$ cat src/pkg/oasc_ctrl_map.vh
// Register map, field positions and constants of the oscillator and standby control
//
// Function
// RULE1: Power-mode bits seven to three read one
// RULE2: Standby flags decode normal, deep or crystal standby
// RULE3: Deep standby entry stops oscillators, clears control
// RULE4: Deep standby exit restarts main, RC; selects RC
// RULE5: Crystal standby keeps subclock, oscillator register unchanged
// RULE6: Software picks subclock or RC before crystal standby
// RULE7: Standby flags set and crystal flag cleared by software
// RULE8: Reset or release event clears deep standby flag
// RULE9: Setting deep standby flag also sets halt flag
// RULE10: Halt flag suspends core, peripherals keep running
// RULE11: Accepted interrupt or reset clears halt flag
// RULE12: Pin level bits read-only, others read/write
// RULE13: No-halving bit selects full or half clock
// RULE14: Two-bit select picks RC, main or subclock
// RULE15: Pin mode decides what pin level bits return
// RULE16: RC stop bit halts RC oscillator, cleared by hardware
// RULE17: Main stop bit halts main oscillator, cleared by hardware
// RULE18: Spare flags of pin port register do nothing
// RULE19: Pin B drives low only when enabled, value zero
// RULE20: Pin B output disabled while pin mode set
// RULE21: Reference select field maps to resonator MHz
// RULE22: PLL runs only with both stop bits zero
// RULE23: Software writes zero to PLL test, reserved bits
// RULE24: Hardware set/clear synchronous, hardware clear beats write
`ifndef OASC_CTRL_MAP_VH
`define OASC_CTRL_MAP_VH

`define OASC_ADDR_W        18
`define OASC_IDX_USB_CLOCK_DIVIDER_CTRL    16'hfe04
`define OASC_IDX_POWER     16'hfe07
`define OASC_IDX_PLL       16'hfe0d
`define OASC_IDX_OSC       16'hfe0e
`define OASC_IDX_PINPORT   16'hfe43
`define OASC_ADDR_USB_CLOCK_DIVIDER_CTRL   ({`OASC_IDX_USB_CLOCK_DIVIDER_CTRL, 2'b00})
`define OASC_ADDR_POWER    ({`OASC_IDX_POWER, 2'b00})
`define OASC_ADDR_PLL      ({`OASC_IDX_PLL, 2'b00})
`define OASC_ADDR_OSC      ({`OASC_IDX_OSC, 2'b00})
`define OASC_ADDR_PINPORT  ({`OASC_IDX_PINPORT, 2'b00})

`define OASC_RST_BYTE      8'h00
`define OASC_RST_BIT       1'b0
`define OASC_ZERO_WORD     32'h00000000
`define OASC_ZERO_PAD      24'h000000

`define OASC_PWR_HALT      0
`define OASC_PWR_DEEP      1
`define OASC_PWR_XTAL      2
`define OASC_PWR_UNUSED    5'h1f

`define OASC_OSC_MAIN_STOP 0
`define OASC_OSC_RC_STOP   1
`define OASC_OSC_SEL_LO    4
`define OASC_OSC_SEL_HI    5
`define OASC_OSC_PIN_MODE  6
`define OASC_OSC_NO_HALF   7
`define OASC_OSC_WR_MASK   8'hf3
`define OASC_OSC_DEEP_KEEP 8'hcc

`define OASC_PIN_VALUE     0
`define OASC_PIN_DRIVE     1

`define OASC_PLL_CMP_STOP  2
`define OASC_PLL_VCO_STOP  3
`define OASC_PLL_REF_LO    5
`define OASC_PLL_REF_HI    7

`define OASC_SRC_RC        2'h0
`define OASC_SRC_MAIN      2'h1
`define OASC_SRC_SUB       2'h2
`define OASC_SEL_SUB       2'h2

`define OASC_REF_SEL0      3'h0
`define OASC_REF_SEL1      3'h1
`define OASC_REF_SEL2      3'h2
`define OASC_REF_SEL3      3'h3
`define OASC_REF_SEL4      3'h4
`define OASC_REF_SEL5      3'h5
`define OASC_REF_SEL6      3'h6
`define OASC_REF_MHZ0      5'h08
`define OASC_REF_MHZ1      5'h09
`define OASC_REF_MHZ2      5'h0a
`define OASC_REF_MHZ3      5'h0b
`define OASC_REF_MHZ4      5'h0c
`define OASC_REF_MHZ5      5'h02
`define OASC_REF_MHZ6      5'h03
`define OASC_REF_MHZ7      5'h10

`define OASC_SYNC_W        10
`define OASC_SYNC_PIN_A    9
`define OASC_SYNC_PIN_B    8
`define OASC_SYNC_WAKE_HI  7

`endif

$ cat src/logic/oasc_ctrl.v
// Oscillator, system clock select and standby mode control with APB registers
//
// Added by the designer: the APB slave port.
`timescale 1ns/10ps
`default_nettype none
`include "oasc_ctrl_map.vh"

module oasc_ctrl (
   input  wire                     sys_clk,
   input  wire                     resetn,
   input  wire                     psel,
   input  wire                     penable,
   input  wire                     pwrite,
   input  wire [`OASC_ADDR_W-1:0]  paddr,
   input  wire [31:0]              pwdata,
   input  wire [3:0]               pstrb,
   output reg  [31:0]              prdata,
   output reg                      pready,
   output reg                      pslverr,
   input  wire [4:0]               extIntWake,
   input  wire                     port0Wake,
   input  wire                     usbActiveWake,
   input  wire                     remoteRxWake,
   input  wire                     irqAccept,
   input  wire                     pinAIn,
   input  wire                     pinBIn,
   output reg                      coreHalted,
   output reg                      deepStandby,
   output reg                      crystalStandby,
   output reg                      mainOscRun,
   output reg                      rcOscRun,
   output reg                      subOscRun,
   output reg                      pllRun,
   output reg  [1:0]               sysclkSource,
   output reg                      sysclkHalve,
   output reg                      pinBOut,
   output reg                      pinBOe,
   output reg  [4:0]               pllRefMhz,
   output reg  [7:0]               usbDivSetting
);

   // Asynchronous inputs, gathered for the synchronisers
   wire [`OASC_SYNC_W-1:0] asyncIn;
   reg  [`OASC_SYNC_W-1:0] syncStage1;
   reg  [`OASC_SYNC_W-1:0] syncStage2;

   // Stored register state
   reg                     haltFlag;
   reg                     deepFlag;
   reg                     xtalFlag;
   reg  [7:0]              oscReg;
   reg  [7:0]              pinPortReg;
   reg  [7:0]              pllReg;
   reg  [7:0]              usbDivReg;

   // Next values
   reg                     next_haltFlag;
   reg                     next_deepFlag;
   reg                     next_xtalFlag;
   reg  [7:0]              next_oscReg;
   reg  [7:0]              next_pinPortReg;
   reg  [7:0]              next_pllReg;
   reg  [7:0]              next_usbDivReg;
   reg  [1:0]              next_source;
   reg  [4:0]              next_refMhz;

   // Bus decode
   reg                     hitUsbDiv;
   reg                     hitPower;
   reg                     hitPll;
   reg                     hitOsc;
   reg                     hitPinPort;
   reg  [7:0]              readByte;
   wire                    mapped;
   wire                    setupPhase;
   wire                    accessDone;
   wire                    writeTaken;

   // Qualified events
   wire                    pinALevel;
   wire                    pinBLevel;
   wire                    wakeAny;
   wire                    powerWrite;
   wire                    enterDeep;

   assign asyncIn = {pinAIn, pinBIn, extIntWake, port0Wake,
                     usbActiveWake, remoteRxWake};

   genvar i;
   generate
      for (i = 0; i < `OASC_SYNC_W; i = i + 1) begin : gSync
         always @(posedge sys_clk or negedge resetn) begin
            if (!resetn) begin
               syncStage1[i] <= `OASC_RST_BIT;
               syncStage2[i] <= `OASC_RST_BIT;
            end else begin
               syncStage1[i] <= asyncIn[i];
               syncStage2[i] <= syncStage1[i];
            end
         end
      end
   endgenerate

   assign pinALevel = syncStage2[`OASC_SYNC_PIN_A];
   assign pinBLevel = syncStage2[`OASC_SYNC_PIN_B];
   // Any release source held high frees deep standby
   assign wakeAny   = |syncStage2[`OASC_SYNC_WAKE_HI:0];   // see RULE8

   // Address decode of the five byte registers, one per word
   always @* begin
      hitUsbDiv  = (paddr == `OASC_ADDR_USB_CLOCK_DIVIDER_CTRL);
      hitPower   = (paddr == `OASC_ADDR_POWER);
      hitPll     = (paddr == `OASC_ADDR_PLL);
      hitOsc     = (paddr == `OASC_ADDR_OSC);
      hitPinPort = (paddr == `OASC_ADDR_PINPORT);
   end

   assign mapped     = hitUsbDiv | hitPower | hitPll | hitOsc | hitPinPort;
   assign setupPhase = psel & ~penable;
   assign accessDone = psel & penable & pready;
   assign writeTaken = accessDone & pwrite & pstrb[0] & ~pslverr;
   assign powerWrite = writeTaken & hitPower;
   // Deep standby begins when software sets the flag with crystal flag low
   assign enterDeep  = powerWrite & pwdata[`OASC_PWR_DEEP]
                       & ~pwdata[`OASC_PWR_XTAL] & ~wakeAny;   // see RULE2

   // Read data mux
   always @* begin
      readByte = `OASC_RST_BYTE;
      if (hitPower) begin
         readByte = {`OASC_PWR_UNUSED, xtalFlag, deepFlag,
                     haltFlag};   // see RULE1
      end else if (hitOsc) begin
         // Pin level bits are live reads, never stored
         readByte = {oscReg[7:4], pinBLevel,
                     pinALevel & ~oscReg[`OASC_OSC_PIN_MODE],
                     oscReg[1:0]};   // see RULE12 see RULE15
      end else if (hitPinPort) begin
         readByte = pinPortReg;
      end else if (hitPll) begin
         readByte = pllReg;
      end else if (hitUsbDiv) begin
         readByte = usbDivReg;
      end
   end

   // Next state of the standby flags and control registers
   always @* begin
      next_haltFlag   = haltFlag;
      next_deepFlag   = deepFlag;
      next_xtalFlag   = xtalFlag;
      next_oscReg     = oscReg;
      next_pinPortReg = pinPortReg;
      next_pllReg     = pllReg;
      next_usbDivReg  = usbDivReg;

      if (powerWrite) begin
         // Software writes load all three flags; hardware clears follow below
         next_xtalFlag = pwdata[`OASC_PWR_XTAL];   // see RULE7
         next_deepFlag = pwdata[`OASC_PWR_DEEP];
         next_haltFlag = pwdata[`OASC_PWR_HALT]
                         | pwdata[`OASC_PWR_DEEP];   // see RULE9 see RULE10
      end
      if (writeTaken && hitOsc) begin
         next_oscReg = pwdata[7:0] & `OASC_OSC_WR_MASK;   // see RULE12
      end
      if (writeTaken && hitPinPort) begin
         // Upper bits are storage only
         next_pinPortReg = pwdata[7:0];   // see RULE18
      end
      if (writeTaken && hitPll) begin
         next_pllReg = pwdata[7:0];
      end
      if (writeTaken && hitUsbDiv) begin
         next_usbDivReg = pwdata[7:0];
      end

      // Hardware clears take priority over a write in the same cycle
      if (wakeAny) begin
         next_deepFlag = `OASC_RST_BIT;   // see RULE8 see RULE24
      end
      if (irqAccept) begin
         next_haltFlag = `OASC_RST_BIT;   // see RULE11 see RULE24
      end
      if (enterDeep) begin
         // Clears both stop bits and the clock select field
         next_oscReg = next_oscReg
                       & `OASC_OSC_DEEP_KEEP;   // see RULE3 see RULE16 see RULE17
      end
   end

   // Clock source decode; both main codes select the main clock
   always @* begin
      case ({next_oscReg[`OASC_OSC_SEL_HI], next_oscReg[`OASC_OSC_SEL_LO]})
         `OASC_SRC_RC:  next_source = `OASC_SRC_RC;    // see RULE14
         `OASC_SEL_SUB: next_source = `OASC_SRC_SUB;
         default:       next_source = `OASC_SRC_MAIN;
      endcase
   end

   // Resonator frequency in MHz from the reference select field
   always @* begin
      case (next_pllReg[`OASC_PLL_REF_HI:`OASC_PLL_REF_LO])
         `OASC_REF_SEL0: next_refMhz = `OASC_REF_MHZ0;   // see RULE21
         `OASC_REF_SEL1: next_refMhz = `OASC_REF_MHZ1;
         `OASC_REF_SEL2: next_refMhz = `OASC_REF_MHZ2;
         `OASC_REF_SEL3: next_refMhz = `OASC_REF_MHZ3;
         `OASC_REF_SEL4: next_refMhz = `OASC_REF_MHZ4;
         `OASC_REF_SEL5: next_refMhz = `OASC_REF_MHZ5;
         `OASC_REF_SEL6: next_refMhz = `OASC_REF_MHZ6;
         default:        next_refMhz = `OASC_REF_MHZ7;
      endcase
   end

   // State registers, all updates synchronous to the system clock
   always @(posedge sys_clk or negedge resetn) begin
      if (!resetn) begin
         haltFlag   <= `OASC_RST_BIT;   // see RULE11
         deepFlag   <= `OASC_RST_BIT;   // see RULE8
         xtalFlag   <= `OASC_RST_BIT;
         oscReg     <= `OASC_RST_BYTE;  // see RULE14 see RULE16 see RULE17
         pinPortReg <= `OASC_RST_BYTE;
         pllReg     <= `OASC_RST_BYTE;
         usbDivReg  <= `OASC_RST_BYTE;
      end else begin
         haltFlag   <= next_haltFlag;   // see RULE24
         deepFlag   <= next_deepFlag;
         xtalFlag   <= next_xtalFlag;
         oscReg     <= next_oscReg;
         pinPortReg <= next_pinPortReg;
         pllReg     <= next_pllReg;
         usbDivReg  <= next_usbDivReg;
      end
   end

   // APB answer: ready in the first access cycle, data caught at setup
   always @(posedge sys_clk or negedge resetn) begin
      if (!resetn) begin
         pready  <= `OASC_RST_BIT;
         pslverr <= `OASC_RST_BIT;
         prdata  <= `OASC_ZERO_WORD;
      end else begin
         pready  <= setupPhase;
         if (setupPhase) begin
            pslverr <= ~mapped;
            prdata  <= pwrite ? `OASC_ZERO_WORD
                              : {`OASC_ZERO_PAD, readByte};
         end else if (accessDone) begin
            pslverr <= `OASC_RST_BIT;
            prdata  <= `OASC_ZERO_WORD;
         end
      end
   end

   // Registered control outputs, aligned with the state registers
   always @(posedge sys_clk or negedge resetn) begin
      if (!resetn) begin
         coreHalted     <= `OASC_RST_BIT;
         deepStandby    <= `OASC_RST_BIT;
         crystalStandby <= `OASC_RST_BIT;
         mainOscRun     <= ~`OASC_RST_BIT;
         rcOscRun       <= ~`OASC_RST_BIT;
         subOscRun      <= `OASC_RST_BIT;
         pllRun         <= ~`OASC_RST_BIT;
         sysclkSource   <= `OASC_SRC_RC;
         sysclkHalve    <= ~`OASC_RST_BIT;
         pinBOut        <= `OASC_RST_BIT;
         pinBOe         <= `OASC_RST_BIT;
         pllRefMhz      <= `OASC_REF_MHZ0;
         usbDivSetting  <= `OASC_RST_BYTE;
      end else begin
         // Core waits while halted; peripherals are not gated here
         coreHalted     <= next_haltFlag;   // see RULE10
         deepStandby    <= next_deepFlag & ~next_xtalFlag;   // see RULE2
         crystalStandby <= next_deepFlag & next_xtalFlag;   // see RULE2
         // Any standby stops main and RC; on release each restarts unless its stop bit is set
         mainOscRun     <= ~next_oscReg[`OASC_OSC_MAIN_STOP]
                           & ~next_deepFlag;   // see RULE4 see RULE5 see RULE17
         rcOscRun       <= ~next_oscReg[`OASC_OSC_RC_STOP]
                           & ~next_deepFlag;   // see RULE4 see RULE5 see RULE16
         // Subclock survives crystal standby only
         subOscRun      <= next_oscReg[`OASC_OSC_PIN_MODE]
                           & ~(next_deepFlag & ~next_xtalFlag);   // see RULE3 see RULE5
         pllRun         <= ~next_pllReg[`OASC_PLL_VCO_STOP]
                           & ~next_pllReg[`OASC_PLL_CMP_STOP]
                           & ~next_deepFlag;   // see RULE22 see RULE3 see RULE5
         sysclkSource   <= next_source;   // see RULE14 see RULE4
         sysclkHalve    <= ~next_oscReg[`OASC_OSC_NO_HALF];   // see RULE13
         // Open drain: only ever pulls low
         pinBOut        <= `OASC_RST_BIT;
         pinBOe         <= ~next_oscReg[`OASC_OSC_PIN_MODE]
                           & next_pinPortReg[`OASC_PIN_DRIVE]
                           & ~next_pinPortReg[`OASC_PIN_VALUE];   // see RULE19 see RULE20
         pllRefMhz      <= next_refMhz;   // see RULE21
         usbDivSetting  <= next_usbDivReg;
      end
   end

endmodule
`default_nettype wire

$ cat config.mk
export PLATFORM = sky130hd
export DESIGN_NAME = oasc_ctrl
export DESIGN_NICKNAME = d
export VERILOG_FILES = /design/src/logic/oasc_ctrl.v
export VERILOG_INCLUDE_DIRS = /design/src /design/src/pkg
export SDC_FILE = /design/constraint.sdc
export NUM_CORES = 1
export LEC_CHECK = 0
export BUFFER_PORTS_ARGS = -buffer_cell sky130_fd_sc_hd__buf_2
export CAP_MARGIN = 0
export CORE_MARGIN = 1
export CORE_UTILIZATION = 53
export DETAILED_ROUTE_END_ITERATION = 12
export PLACE_DENSITY = 0.84
export SLEW_MARGIN = 20
export SYNTH_ARGS = -nofsm -noshare
export SYNTH_HDL_FRONTEND = slang
export SYNTH_SLANG_ARGS = --single-unit
export TNS_END_PERCENT = 10
$ cat constraint.sdc
create_clock -name sys_clk -period 3.8 [get_ports sys_clk]
set_clock_uncertainty 0.1 [all_clocks]
set_input_delay 0.57 -clock sys_clk [delete_from_list [all_inputs] [get_ports sys_clk]]
set_output_delay 0.57 -clock sys_clk [all_outputs]
set_load 0.01 [all_outputs]
==> results.py <==
metrics = {
    "logic_synthesis": {
        "synth_compound_area_frac": 0.0937,
        "ys_types": 54,
        "syn_avg_cell_area_um2": 11.7,
        "synthArstFlopShare": 1.00,
        "ys.flop_type": "dfrtp_1",
        "netlist_area_um2": 3570,
        "synth_top_family_by_area": "simple AND/OR/NAND/NOR gates",
        "synth.area.mux_share": 0.106,
        "yosysSeqAreaShare": 0.542,
        "ys_seq_elements": 77,
        "yosys_warnings": 0,
        "synthXorXnorAreaFrac": 0.00982,
        "synthSimpleGateAreaFrac": 0.170,
        "synth-edff-count": 0,
        "synth_fa_ha_area_frac": 0,
        "syn_inst": 306,
    },
    "pwr": {
        "power.total_uw": 1590,
        "powerDensity_nw_per_um2": 385,
        "p_leak_uw": 0.00208,
        "peakVddDrop_mv": 0.331,
    },
    "critical_path": {
        "path_class": "in -> reg",
        "startpoint": "paddr[1]",
        "arrival_ns": 2.88,
        "critPathMaxFanout": 8,
        "timing.rr.start": "pslverr",
        "startpoint_type": "input pin",
        "endpoint_kind": "flip-flop",
        "critPathRequiredTime_ns": 3.93,
    },
    "routing": {
        "ant_nets": 0,
        "wire_per_inst_um": 16.6,
        "routed_wirelength_um": 7700,
        "drtIter0Drc": 236,
        "drc_errors": 24,
        "drtPass1Iterations": 9,
        "via_per_inst": 5.76,
        "num_vias": 2678,
    },
    "cts": {
        "cts_tree": "built",
        "cts-buffers-inserted": 9,
        "cts_resized": 0,
        "clock_latency_ns": 0.34,
        "htreeDepth": 3,
        "cts_hold_buf": 0,
        "cts_sinks": 77,
        "clockRootBuffer": "clkbuf_8",
        "clock_path_buffers": 2,
        "post_cts_buffers": 0,
        "clkSlewWorstSetupHoldPaths_ns": 0.08,
    },
    "cells_and_area": {
        "regArea_um2": 1930,
        "nFillCells": 498,
        "final_core_util": 0.641,
        "area_growth_pct": 15.5,
        "multi_input_area_um2": 1450,
        "final_layout_size_suffix_gt1_frac": 0.356,
        "antenna_cells": 0,
        "final_cell_mix": "buf_2 (75), dfrtp_1 (72), conb_1 (25)",
        "nNetsFinal": 453,
        "final_common_cell": "buf_2",
    },
    "floorplanning": {
        "core_area_um2": 6420,
        "initial_core_util": 0.555,
        "row_count": 29,
        "io_pins": 129,
        "die_y_um": 84.0,
        "die-area_um2": 7060,
        "die_x_um": 84.0,
    },
    "grt": {
        "grt_pass1_vias": 2591,
        "grt_max_degree": 78,
        "grt_usage": 0.234,
        "grt_pass1_wl_um": 12600,
        "antenna_found_initial": 0,
        "grt_overflow": 0,
    },
    "sta": {
        "worstMarginPinSlew_ns": 0.947,
        "rsz0062_at_grt": "false",
        "drv_slew": 0,
        "tns_ns": 0,
        "finalHoldViolations": 0,
        "relSlewSlack": 0.369,
        "setup_violations": 0,
        "timing.hold.ws_ns": 0.225,
        "post-route-period-util": 0.723,
        "fmax_mhz": 364,
        "min_period_ns": 2.75,
    },
    "min_path": {
        "worstHoldStart": "remoteRxWake",
        "worstHoldPathType": "in -> reg",
    },
    "run_status": {
        "status": "finished with violations",
        "violations": "DRC",
    },
    "placement": {
        "place.gp.congestion": 0.867,
        "dpl.hpwl_um": 5460,
        "portBuffers": 76,
    },
    "job": {
        "cap_viol_max_count": 0,
    },
}
## layer usage
| metal | GRT usage | vias to the layer above | wire, µm |
|---|---|---|---|
| met5 | 0 | - | 0 |
| met2 | 0.364 | 140 | 3760 |
| met4 | 0.0956 | 0 | 132 |
| li1 | - | 1208 | - |
| met1 | 0.311 | 1316 | 3280 |
| met3 | 0.0643 | 14 | 519 |
## kinds of logic (layout without fill, tap and decap cells)
kind of cell | after synthesis | in the layout
xor gates and xnor gates | 4 | 4
DFF | 77 | 77
buffers and inverters | 43 | 101
other | 1 | 25
muxes | 34 | 34
and+or+nand+nor | 99 | 99
AOI/OAI and AO/OA | 48 | 48
## cell type report
type | count | share of cell area
sequential | 77 | 0.469
multi-input combinational | 210 | 0.352
timing repair buffer | 78 | 0.0966
clock buffer | 11 | 0.0368
tap | 77 | 0.0234
clock inverter | 5 | 0.0158
inverter | 7 | 0.00638
## state kept, by name, indices dropped and copies added (netlist names), 5 cells and up
name / flops
oscReg: 6
pinPortReg: 8
pllRefMhz: 5
pllReg: 8
prdata: 8
syncStage1: 10
syncStage2: 8
usbDivSetting: 8
## worst max-delay path, stage by stage
cell and delay [ns]:
buf_2 0.10, nor3_2 0.39, nand3_1 0.30, nor4_2 0.65, nand2_1 0.47, mux2_2 0.39
## where the power goes
part	switching, µW	internal (µW)
sequential	4.49	831
combinational	62.1	29.6
clock	310	348
## path summary, 6_finish.rpt
kind                                    end  slack, ns  cells past startpoint
max                        usbDivSetting[6]       1.05                      6
min                           syncStage1[0]       0.22                      1
max reg2reg                          pinBOe       1.24                      4
min reg2reg                   syncStage2[3]       0.25                      0
max in group asynchronous     pinPortReg[0]       2.72                      1
min in group asynchronous         prdata[3]       0.27                      1
## cell usage after synthesis, types with 4 or more instances
master	count	area, µm²
dfrtp_1	72	1800
buf_4	26	195
mux2_2	23	259
nor2_1	19	71.3
nand2_1	18	67.6
a21oi_1	11	55.1
a221oi_1	9	78.8
mux2i_1	9	90.1
nand4_1	8	50.1
inv_1	7	26.3
o21ai_0	6	30.0
and2_1	5	31.3
dfstp_2	5	131
nor2b_1	5	31.3
o31ai_1	5	37.5
and3_1	4	25.0
clkbuf_1	4	15.0
nand2b_1	4	25.0
nand3b_1	4	30.0
## per-stage QoR
stage	setup slack, ns	area [µm²]	cells
after floorplan	1.36	3660	330
after global routing	0.941	4120	465
after CTS	1.15	4120	465
final	1.05	4120	465
after detailed placement	0.777	3900	449
after global placement	0.792	3900	449
(Power assumes the default switching activity.)
